[src/ffc_pkg.sv]
// Purpose: shared constants and types for the flat field correction stage
// Assumes: one pixel-processing clock at 25 MHz, active-low async reset
// Notes:   coefficient word layout, reset values and width limits live here
//
// Summary of operation
// - output equals raw minus offset, times gain
// - gain is UQ2.8 in bits 9..0
// - offset is unsigned six bits, bits 15..10
// - coefficient word is 16-bit little-endian
// - one coefficient word per corrected component, arrival order
// - coefficient chosen by component position in image; address advances on corrected components only
// - correction precedes exchange, lookup and Bayer stages
// - mono, Bayer, RGB at 8..16-bit components
// - image size stays within per-format limit
// - dedicated 512 MB coefficient partition, apart from FIFO
// - one coefficient fetch per corrected component
// - no capture or fetch during blanking
// - cameras keep combined rate within shared budget
// - enable control corrects, disable passes through
package ffc_pkg;

    // ---------------------------------------------------------------
    // coefficient word layout
    // ---------------------------------------------------------------
    localparam int GAIN_LSB      = 0;
    localparam int GAIN_W        = 10;
    localparam int GAIN_FRAC     = 8;
    localparam int OFFSET_LSB    = 10;
    localparam int OFFSET_W      = 6;
    localparam int COEF_W        = 16;
    localparam int BYTE_W        = 8;

    // ---------------------------------------------------------------
    // memory partition and widths
    // ---------------------------------------------------------------
    localparam longint COEF_PART_BYTES = 64'h0000_0000_2000_0000;
    localparam int     COEF_ADDR_W     = 29;
    localparam int     COMP_W_MAX      = 16;
    localparam int     COMP_W_MIN      = 8;

    // ---------------------------------------------------------------
    // reset values
    // ---------------------------------------------------------------
    localparam logic [COEF_ADDR_W-1:0] ADDR_RESET = 29'h0000_0000;
    localparam logic                   FLAG_RESET = 1'h0;

    typedef enum logic [2:0] {
        FFC_IDLE  = 3'b001,
        FFC_FETCH = 3'b010,
        FFC_SEND  = 3'b100
    } ffc_state_t;

endpackage

[src/ffc_if.sv]
// Purpose: carrier between the correction stage and its stream/memory partner
// Assumes: both ends run on the same clk_i
// Notes:   valid/ready streams; coefficient read is request/response
`timescale 1ns/1ns
`default_nettype none
interface ffc_if #(
    parameter int COMP_W = 16
) (
    input wire logic clk_i
);
    // raw pixel stream from the camera side
    logic                             raw_valid;
    logic                             raw_ready;
    logic [COMP_W-1:0]                raw_component_value;
    logic                             raw_frame_start;
    // coefficient memory read (byte lanes: low byte first)
    logic                             coef_req;
    logic [ffc_pkg::COEF_ADDR_W-1:0]  coef_addr;
    logic                             coef_ack;
    logic [2*ffc_pkg::BYTE_W-1:0]     coef_bytes;
    // corrected stream towards later stages
    logic                             out_valid;
    logic                             out_ready;
    logic [COMP_W-1:0]                corrected_component_value;

    modport device (
        input  clk_i, raw_valid, raw_component_value, raw_frame_start,
               coef_ack, coef_bytes, out_ready,
        output raw_ready, coef_req, coef_addr, out_valid, corrected_component_value
    );
    modport partner (
        input  clk_i, raw_ready, coef_req, coef_addr, out_valid,
               corrected_component_value,
        output raw_valid, raw_component_value, raw_frame_start,
               coef_ack, coef_bytes, out_ready
    );
endinterface
`default_nettype wire

[src/ffc_core.sv]
// Purpose: per-component flat field correction, device end
// Assumes: partner keeps image size and data rate in budget
// Notes:   one component in flight; fetch, compute, hand on
//          at most one component per four clocks while correcting
`timescale 1ns/1ns
`default_nettype none
module ffc_core #(
    parameter int COMP_W = 16
) (
    // clock and reset
    input  wire logic clk_i,
    input  wire logic reset_n_i,
    // control
    input  wire logic flat_field_enable_control_i,
    // link
    ffc_if.device     link
);
    // ---------------------------------------------------------------
    // elaboration checks
    // ---------------------------------------------------------------
    // the arithmetic only serves these component widths
    if ((COMP_W != 8) && (COMP_W != 10) && (COMP_W != 12) &&
        (COMP_W != 14) && (COMP_W != 16)) begin : g_bad_width
        $error("ffc_core: unsupported component width");
    end

    if ((COMP_W < ffc_pkg::COMP_W_MIN) || (COMP_W > ffc_pkg::COMP_W_MAX)) begin : g_bad_range
        $error("ffc_core: component width outside supported range");
    end

    // the word decode assumes two byte lanes, gain below offset, no gaps
    if (ffc_pkg::COEF_W != 2 * ffc_pkg::BYTE_W) begin : g_bad_word
        $error("ffc_core: coefficient word is not two bytes");
    end
    if (ffc_pkg::GAIN_LSB + ffc_pkg::GAIN_W != ffc_pkg::OFFSET_LSB) begin : g_bad_gain
        $error("ffc_core: gain field does not meet offset field");
    end
    if (ffc_pkg::OFFSET_LSB + ffc_pkg::OFFSET_W != ffc_pkg::COEF_W) begin : g_bad_offset
        $error("ffc_core: offset field does not end at top of word");
    end
    if (ffc_pkg::GAIN_FRAC >= ffc_pkg::GAIN_W) begin : g_bad_frac
        $error("ffc_core: gain has no integer bits");
    end

    // the address counter must span the whole coefficient partition
    if ((64'h0000_0000_0000_0001 << ffc_pkg::COEF_ADDR_W) !=
        ffc_pkg::COEF_PART_BYTES) begin : g_bad_part
        $error("ffc_core: address width does not span the partition");
    end

    // a frame restart must land on a word boundary
    if (ffc_pkg::ADDR_RESET[0] != 1'b0) begin : g_bad_align
        $error("ffc_core: restart address is not word aligned");
    end

    // one coefficient word of two bytes per corrected component
    localparam logic [ffc_pkg::COEF_ADDR_W-1:0] ADDR_STEP =
        ffc_pkg::COEF_ADDR_W'(ffc_pkg::COEF_W / ffc_pkg::BYTE_W);

    typedef struct packed {
        ffc_pkg::ffc_state_t              st;
        logic [ffc_pkg::COEF_ADDR_W-1:0]  addr;
        logic [COMP_W-1:0]                raw;
        logic                             req;
        logic                             in_rdy;
        logic                             ovalid;
        logic [COMP_W-1:0]                oval;
    } ffc_core_state_t;

    ffc_core_state_t s_q;
    ffc_core_state_t s_d;

    logic [ffc_pkg::COEF_W-1:0] word;
    logic [COMP_W-1:0]          result;

    // ---------------------------------------------------------------
    // arithmetic
    // ---------------------------------------------------------------
    // byte lane 0 carries the low byte of the little-endian word
    assign word = {link.coef_bytes[2*ffc_pkg::BYTE_W-1:ffc_pkg::BYTE_W],
                   link.coef_bytes[ffc_pkg::BYTE_W-1:0]};

    // combinational, so the answer cycle registers the result directly;
    // the multiplier therefore sits on the path from coef_bytes to s_q
    ffc_core_math #(
        .COMP_W   (COMP_W)
    ) ffc_core_math_i (
        .raw_i    (s_q.raw),
        .word_i   (word),
        .result_o (result)
    );

    // ---------------------------------------------------------------
    // sequencing
    // ---------------------------------------------------------------
    always_comb begin
        s_d = s_q;
        unique case (s_q.st)
            ffc_pkg::FFC_IDLE: begin
                // only active pixels arrive as valid, so blanking costs nothing
                if (link.raw_valid && s_q.in_rdy) begin
                    s_d.in_rdy = 1'b0;
                    s_d.raw    = link.raw_component_value;
                    if (link.raw_frame_start)
                        s_d.addr = ffc_pkg::ADDR_RESET;
                    // enable counts only here, so a change between components
                    // never pairs a raw value with a stale decision
                    if (flat_field_enable_control_i) begin
                        s_d.req = 1'b1;
                        s_d.st  = ffc_pkg::FFC_FETCH;
                    end else begin
                        s_d.ovalid = 1'b1;
                        s_d.oval   = link.raw_component_value;
                        s_d.st     = ffc_pkg::FFC_SEND;
                    end
                end
            end
            ffc_pkg::FFC_FETCH: begin
                if (link.coef_ack) begin
                    s_d.req    = 1'b0;
                    // two bytes per component in the partition
                    s_d.addr   = s_q.addr + ADDR_STEP;
                    s_d.ovalid = 1'b1;
                    s_d.oval   = result;
                    s_d.st = ffc_pkg::FFC_SEND;
                end
            end
            ffc_pkg::FFC_SEND: begin
                // one component in flight: the next take waits for acceptance
                if (link.out_ready) begin
                    s_d.ovalid = 1'b0;
                    s_d.in_rdy = 1'b1;
                    s_d.st     = ffc_pkg::FFC_IDLE;
                end
            end
            default: begin
                s_d.st     = ffc_pkg::FFC_IDLE;
                s_d.req    = 1'b0;
                s_d.ovalid = 1'b0;
                s_d.in_rdy = 1'b1;
            end
        endcase
    end

    always_ff @(posedge clk_i or negedge reset_n_i) begin
        if (!reset_n_i) begin
            s_q.st     <= ffc_pkg::FFC_IDLE;
            s_q.addr   <= ffc_pkg::ADDR_RESET;
            s_q.raw    <= '0;
            s_q.req    <= ffc_pkg::FLAG_RESET;
            s_q.in_rdy <= 1'b1;
            s_q.ovalid <= ffc_pkg::FLAG_RESET;
            s_q.oval   <= '0;
        end else begin
            s_q <= s_d;
        end
    end

    assign link.raw_ready                 = s_q.in_rdy;
    assign link.coef_req                  = s_q.req;
    assign link.coef_addr                 = s_q.addr;
    assign link.out_valid                 = s_q.ovalid;
    assign link.corrected_component_value = s_q.oval;
endmodule

// ---------------------------------------------------------------
// coefficient arithmetic
// ---------------------------------------------------------------
module ffc_core_math #(
    parameter int COMP_W = 16
) (
    // operands
    input  wire logic [COMP_W-1:0]          raw_i,
    input  wire logic [ffc_pkg::COEF_W-1:0] word_i,
    // result
    output logic [COMP_W-1:0]               result_o
);
    localparam int                PROD_W   = COMP_W + ffc_pkg::GAIN_W;
    localparam logic [COMP_W-1:0] COMP_MAX = {COMP_W{1'b1}};

    if ((COMP_W != 8) && (COMP_W != 10) && (COMP_W != 12) &&
        (COMP_W != 14) && (COMP_W != 16)) begin : g_bad_width
        $error("ffc_core_math: unsupported component width");
    end

    logic [ffc_pkg::OFFSET_W-1:0] offs;
    logic [ffc_pkg::GAIN_W-1:0]   gain;
    logic [COMP_W-1:0]            diff;
    logic [PROD_W-1:0]            prod;
    logic [PROD_W-1:0]            scaled;

    // a dark level above the raw value would wrap, so the difference floors at
    // zero; the gain has two integer bits, so the product clips at full scale
    always_comb begin
        gain = word_i[ffc_pkg::GAIN_LSB +: ffc_pkg::GAIN_W];
        offs = word_i[ffc_pkg::OFFSET_LSB +: ffc_pkg::OFFSET_W];
        if (raw_i > COMP_W'(offs))
            diff = raw_i - COMP_W'(offs);
        else
            diff = '0;
        prod   = PROD_W'(diff) * PROD_W'(gain);
        scaled = prod >> ffc_pkg::GAIN_FRAC;
        if (scaled > PROD_W'(COMP_MAX))
            result_o = COMP_MAX;
        else
            result_o = scaled[COMP_W-1:0];
    end
endmodule
`default_nettype wire

[src/flat_wrapper.sv]
// flat-port wrapper written by rule: the top's interface ports become plain ports
module ffc_core_flat 
#(
    parameter int COMP_W = 16
)
  (clk_i, reset_n_i, flat_field_enable_control_i, link_raw_valid, link_raw_component_value, link_raw_frame_start, link_coef_ack, link_coef_bytes, link_out_ready, link_raw_ready, link_coef_req, link_coef_addr, link_out_valid, link_corrected_component_value);
  ffc_if #(.COMP_W(COMP_W)) link_i (.clk_i(clk_i));
  input  wire logic clk_i;
  input  wire logic reset_n_i;
  input  wire logic flat_field_enable_control_i;
  input wire logic [$bits(link_i.raw_valid)-1:0] link_raw_valid;
  input wire logic [$bits(link_i.raw_component_value)-1:0] link_raw_component_value;
  input wire logic [$bits(link_i.raw_frame_start)-1:0] link_raw_frame_start;
  input wire logic [$bits(link_i.coef_ack)-1:0] link_coef_ack;
  input wire logic [$bits(link_i.coef_bytes)-1:0] link_coef_bytes;
  input wire logic [$bits(link_i.out_ready)-1:0] link_out_ready;
  output wire logic [$bits(link_i.raw_ready)-1:0] link_raw_ready;
  output wire logic [$bits(link_i.coef_req)-1:0] link_coef_req;
  output wire logic [$bits(link_i.coef_addr)-1:0] link_coef_addr;
  output wire logic [$bits(link_i.out_valid)-1:0] link_out_valid;
  output wire logic [$bits(link_i.corrected_component_value)-1:0] link_corrected_component_value;
  assign link_i.raw_valid = link_raw_valid;
  assign link_i.raw_component_value = link_raw_component_value;
  assign link_i.raw_frame_start = link_raw_frame_start;
  assign link_i.coef_ack = link_coef_ack;
  assign link_i.coef_bytes = link_coef_bytes;
  assign link_i.out_ready = link_out_ready;
  assign link_raw_ready = link_i.raw_ready;
  assign link_coef_req = link_i.coef_req;
  assign link_coef_addr = link_i.coef_addr;
  assign link_out_valid = link_i.out_valid;
  assign link_corrected_component_value = link_i.corrected_component_value;
  ffc_core #(.COMP_W(COMP_W)) u_core (.clk_i(clk_i), .reset_n_i(reset_n_i), .flat_field_enable_control_i(flat_field_enable_control_i), .link(link_i));
endmodule
[config.mk]
export PLATFORM = sky130hd
export DESIGN_NAME = ffc_core_flat
export DESIGN_NICKNAME = d
export VERILOG_FILES = /design/src/ffc_pkg.sv /design/src/ffc_if.sv /design/src/ffc_core.sv /design/src/flat_wrapper.sv
export SDC_FILE = /design/constraint.sdc
export NUM_CORES = 1
export LEC_CHECK = 0
export BUFFER_PORTS_ARGS = -buffer_cell sky130_fd_sc_hd__buf_2
export CAP_MARGIN = 40
export CORE_ASPECT_RATIO = 1.1
export CORE_MARGIN = 8
export CORE_UTILIZATION = 55
export CTS_CLUSTER_DIAMETER = 150
export DETAILED_ROUTE_END_ITERATION = 10
export HOLD_SLACK_MARGIN = 0.1
export PLACE_DENSITY = 0.75
export SLEW_MARGIN = 20
export SYNTH_ARGS = -nofsm -noshare
export SYNTH_HDL_FRONTEND = slang
export SYNTH_SLANG_ARGS = --single-unit
[constraint.sdc]
create_clock -name clk_i -period 9.8 [get_ports clk_i]
set_input_delay 2.45 -clock clk_i [delete_from_list [all_inputs] [get_ports clk_i]]
set_output_delay 2.45 -clock clk_i [all_outputs]
set_load 0.01 [all_outputs]
==> impl_metrics.yaml <==
synth:
  syn_area_per_cell_um2: 8.72
  synth.distinct_cells: 57
  synth_flop_cell: "dfrtp_1"
  synthCells: 1026
  synth_largest_area_cell: "fa_1"
  synth_adder_area_share_pct: 33.9
  synth_top_area_share_pct: 24.6
  synthMuxAreaShare_pct: 0.490
  synthArstFlopShare_pct: 100
  yosys-top-cells-area: "fa_1 25%, dfrtp_1 18%, ha_1 9.2%"
  yosys.area_share.simple_pct: 20.7
  synth_top_family_by_area: "adder cells"
  synth-seq-cells: 66
  netlist_area_mm2: 0.00894
  synth-xor-area-share_pct: 4.41
  synth_compound_area_share_pct: 11.1
  syn-num-nets: 1241
  yosys_warnings: 0
  synth-seq-area-share_pct: 18.5
  synth_edf_count: 0
drt:
  drtIter0Drc: 486
  drt-pass1-iter-count: 5
  dr_total_vias: 7146
  vias_per_cell: 5.58
  drtAntennaViolNets: 0
  wl_per_cell_um: 16.5
  drt_wl_total_um: 21100
  drc: 0
placed_design:
  pre_cts_ws_ns: -0.000744
  io_buffer_count: 85
  gp_congestion: 0.909
  dp_hpwl_um: 16800
status:
  status: "complete, no violations"
sta:
  worst_pin_slew_ns: 0.747
  max_clock_freq_mhz: 106
  setup_viol: 0
  worst_slack_ns: 0.375
  whs_ns: 0.484
  setup_tns_ns: 0
  rsz0062_at_grt: "no"
  max_slew_margin_pct: 50.0
  period_share_pct: 96.2
  period_minus_slack_ns: 9.43
  skew_ns: 0.00650
  finalMaxSlewViolations: 0
  hold_viol: 0
setup_path:
  r2r_slack_ns: 2.11
  r2r-start: "u_core.s_q[19]$_DFFE_PN0P_"
  cp_max_fo: 16
  crit_path_end_kind: "register"
  start_kind: "primary input"
  required_ns: 10.02
  worst-setup-path-type: "in -> reg"
  reg2reg_depth: 29
  crit_top_cell: "fa_1"
  r2r-end: "u_core.link.corrected_component_value[6]$_DFFE_PN0P_"
  cp_slowest_cell: "fa_1"
  worstPathArrival_ns: 9.64
  slowest_delay_ns: 0.55
floorplan:
  die_area_mm2: 0.0206
  initial_core_util_pct: 55.5
  io_pins: 87
  coreArea_mm2: 0.0161
  row_count: 49
  die_h_um: 150
  die_w_um: 138
worst_hold_path:
  hp-class: "reg -> reg"
  min_to: "u_core.s_q[23]$_DFFE_PN0P_"
  hold_depth: 2
  worstHoldStart: "u_core.s_q[23]$_DFFE_PN0P_"
clock_network:
  path_clk_slew_ns: 0.05
  postCtsSetupBuffers: 0
  cts_buffer_depth: 2
  cts_buffers: 9
  htree_levels: 3
  cts_hold_buf: 0
  insertion_delay_ns: 0.33
  clockRootBuffer: "clkbuf_16"
  cts_tree: "done"
  cts_sinks: 66
final_layout:
  area_growth_pct: 8.77
  final_cell_mix: "149 x nand2_1, 139 x inv_1, 110 x fa_1"
  layout_commonest_cell: "nand2_1"
  num-fill-cells: 1402
  nets: 1285
  utilization_pct: 60.3
  drive_above_1_share_pct: 14.4
global_routing:
  globalRoute.totalOverflow: 0
  track_usage_pct: 21.8
  grt_pass1_vias: 7479
  grt_max_degree: 67
  grt_pass1_wl_um: 36100
  antenna_found_initial: 1
flow_run:
  drv_cap: 0
[metrics by stage]
stage	cells	area [um2]
floorplan	1026	8940
global placement	1260	9330
detailed placement	1262	9350
CTS	1278	9670
global route	1280	9730
finish	1280	9730
[sequential cells by signal, summed over array words and instances, names as in the netlist]
signal                                 cells
u_core.link.raw_ready                      1
u_core.link.out_valid                      1
u_core.link.coef_req                       1
u_core.s_q                                19
u_core.link.corrected_component_value     16
u_core.link.coef_addr                     28
[repair_timing]
action,4_1_cts,5_1_grt
endpoints found under the hold margin,0,0
gates resized for setup,0,6
setup endpoints to repair,0,16
[how the worst max path moves through the flow]
stage | endpoint | slack (ns) | start | cells after the start
4_1_cts | u_core.link.corrected_component_value[6]$_DFFE_PN0P_ | 0.33 | link_coef_bytes[10] | 30
5_1_grt | u_core.link.corrected_component_value[6]$_DFFE_PN0P_ | 0.05 | link_coef_bytes[11] | 30
3_3_place_gp | u_core.link.corrected_component_value[14]$_DFFE_PN0P_ | 0.16 | link_coef_bytes[10] | 29
3_5_place_dp | u_core.link.corrected_component_value[6]$_DFFE_PN0P_ | -0.0007 | link_coef_bytes[10] | 30
6_report | u_core.link.corrected_component_value[6]$_DFFE_PN0P_ | 0.37 | link_coef_bytes[10] | 29
2_1_floorplan | u_core.link.corrected_component_value[0]$_DFFE_PN0P_ | 0.37 | link_coef_bytes[10] | 27
[final cells by class]
type / count / area [um2] / share of cell area (%)
multi-input cells: 746 / 6340 / 65.2
flip-flops and latches: 66 / 1650 / 17.0
repair buffers: 108 / 636 / 6.53
inverters: 139 / 522 / 5.36
well taps: 204 / 255 / 2.62
clock buffers: 10 / 229 / 2.35
clock inverters: 6 / 90.1 / 0.926
diodes: 1 / 2.50 / 0.0257
[logic make-up (layout without fill, tap and decap cells)]
logic type	Yosys count	count (layout)
AND/OR/NAND/NOR	386	386
buffers and inverters	214	263
adder cells (fa/ha/maj)	176	176
AO/OA/AOI/OAI	134	134
flip-flops	66	66
XOR/XNOR	45	45
multiplexers	4	4
other	1	2
[routing by layer]
layer | global-route usage [%] | wire length [um]
met1 | 26.7 | 8640
met2 | 38.0 | 11100
met3 | 3.36 | 947
met4 | 7.45 | 482
met5 | 0 | 0
[critical path: cells and delay by family]
| kind | cells | cell delay, ns |
|---|---|---|
| fa+ha+maj | 8 | 3.41 |
| buf+inv | 7 | 0.62 |
| simple gates | 6 | 1.16 |
| xor+xnor | 1 | 0.17 |
| compound gates | 7 | 1.83 |
[Yosys cell counts, drive strengths merged, types with 8 or more instances]
| master | instances |
|---|---|
| a211oi | 8 |
| a21o | 12 |
| a21oi | 47 |
| a221oi | 16 |
| and2 | 79 |
| and3 | 10 |
| buf | 48 |
| clkbuf | 27 |
| dfrtp | 64 |
| fa | 110 |
| ha | 66 |
| inv | 139 |
| nand2 | 149 |
| nand3 | 22 |
| nor2 | 72 |
| nor3 | 12 |
| o21ai | 21 |
| or3 | 9 |
| xnor2 | 16 |
| xor2 | 29 |
Power is not shown: default switching activity piles up to over one toggle a cycle in this logic, so the estimate is an artifact.
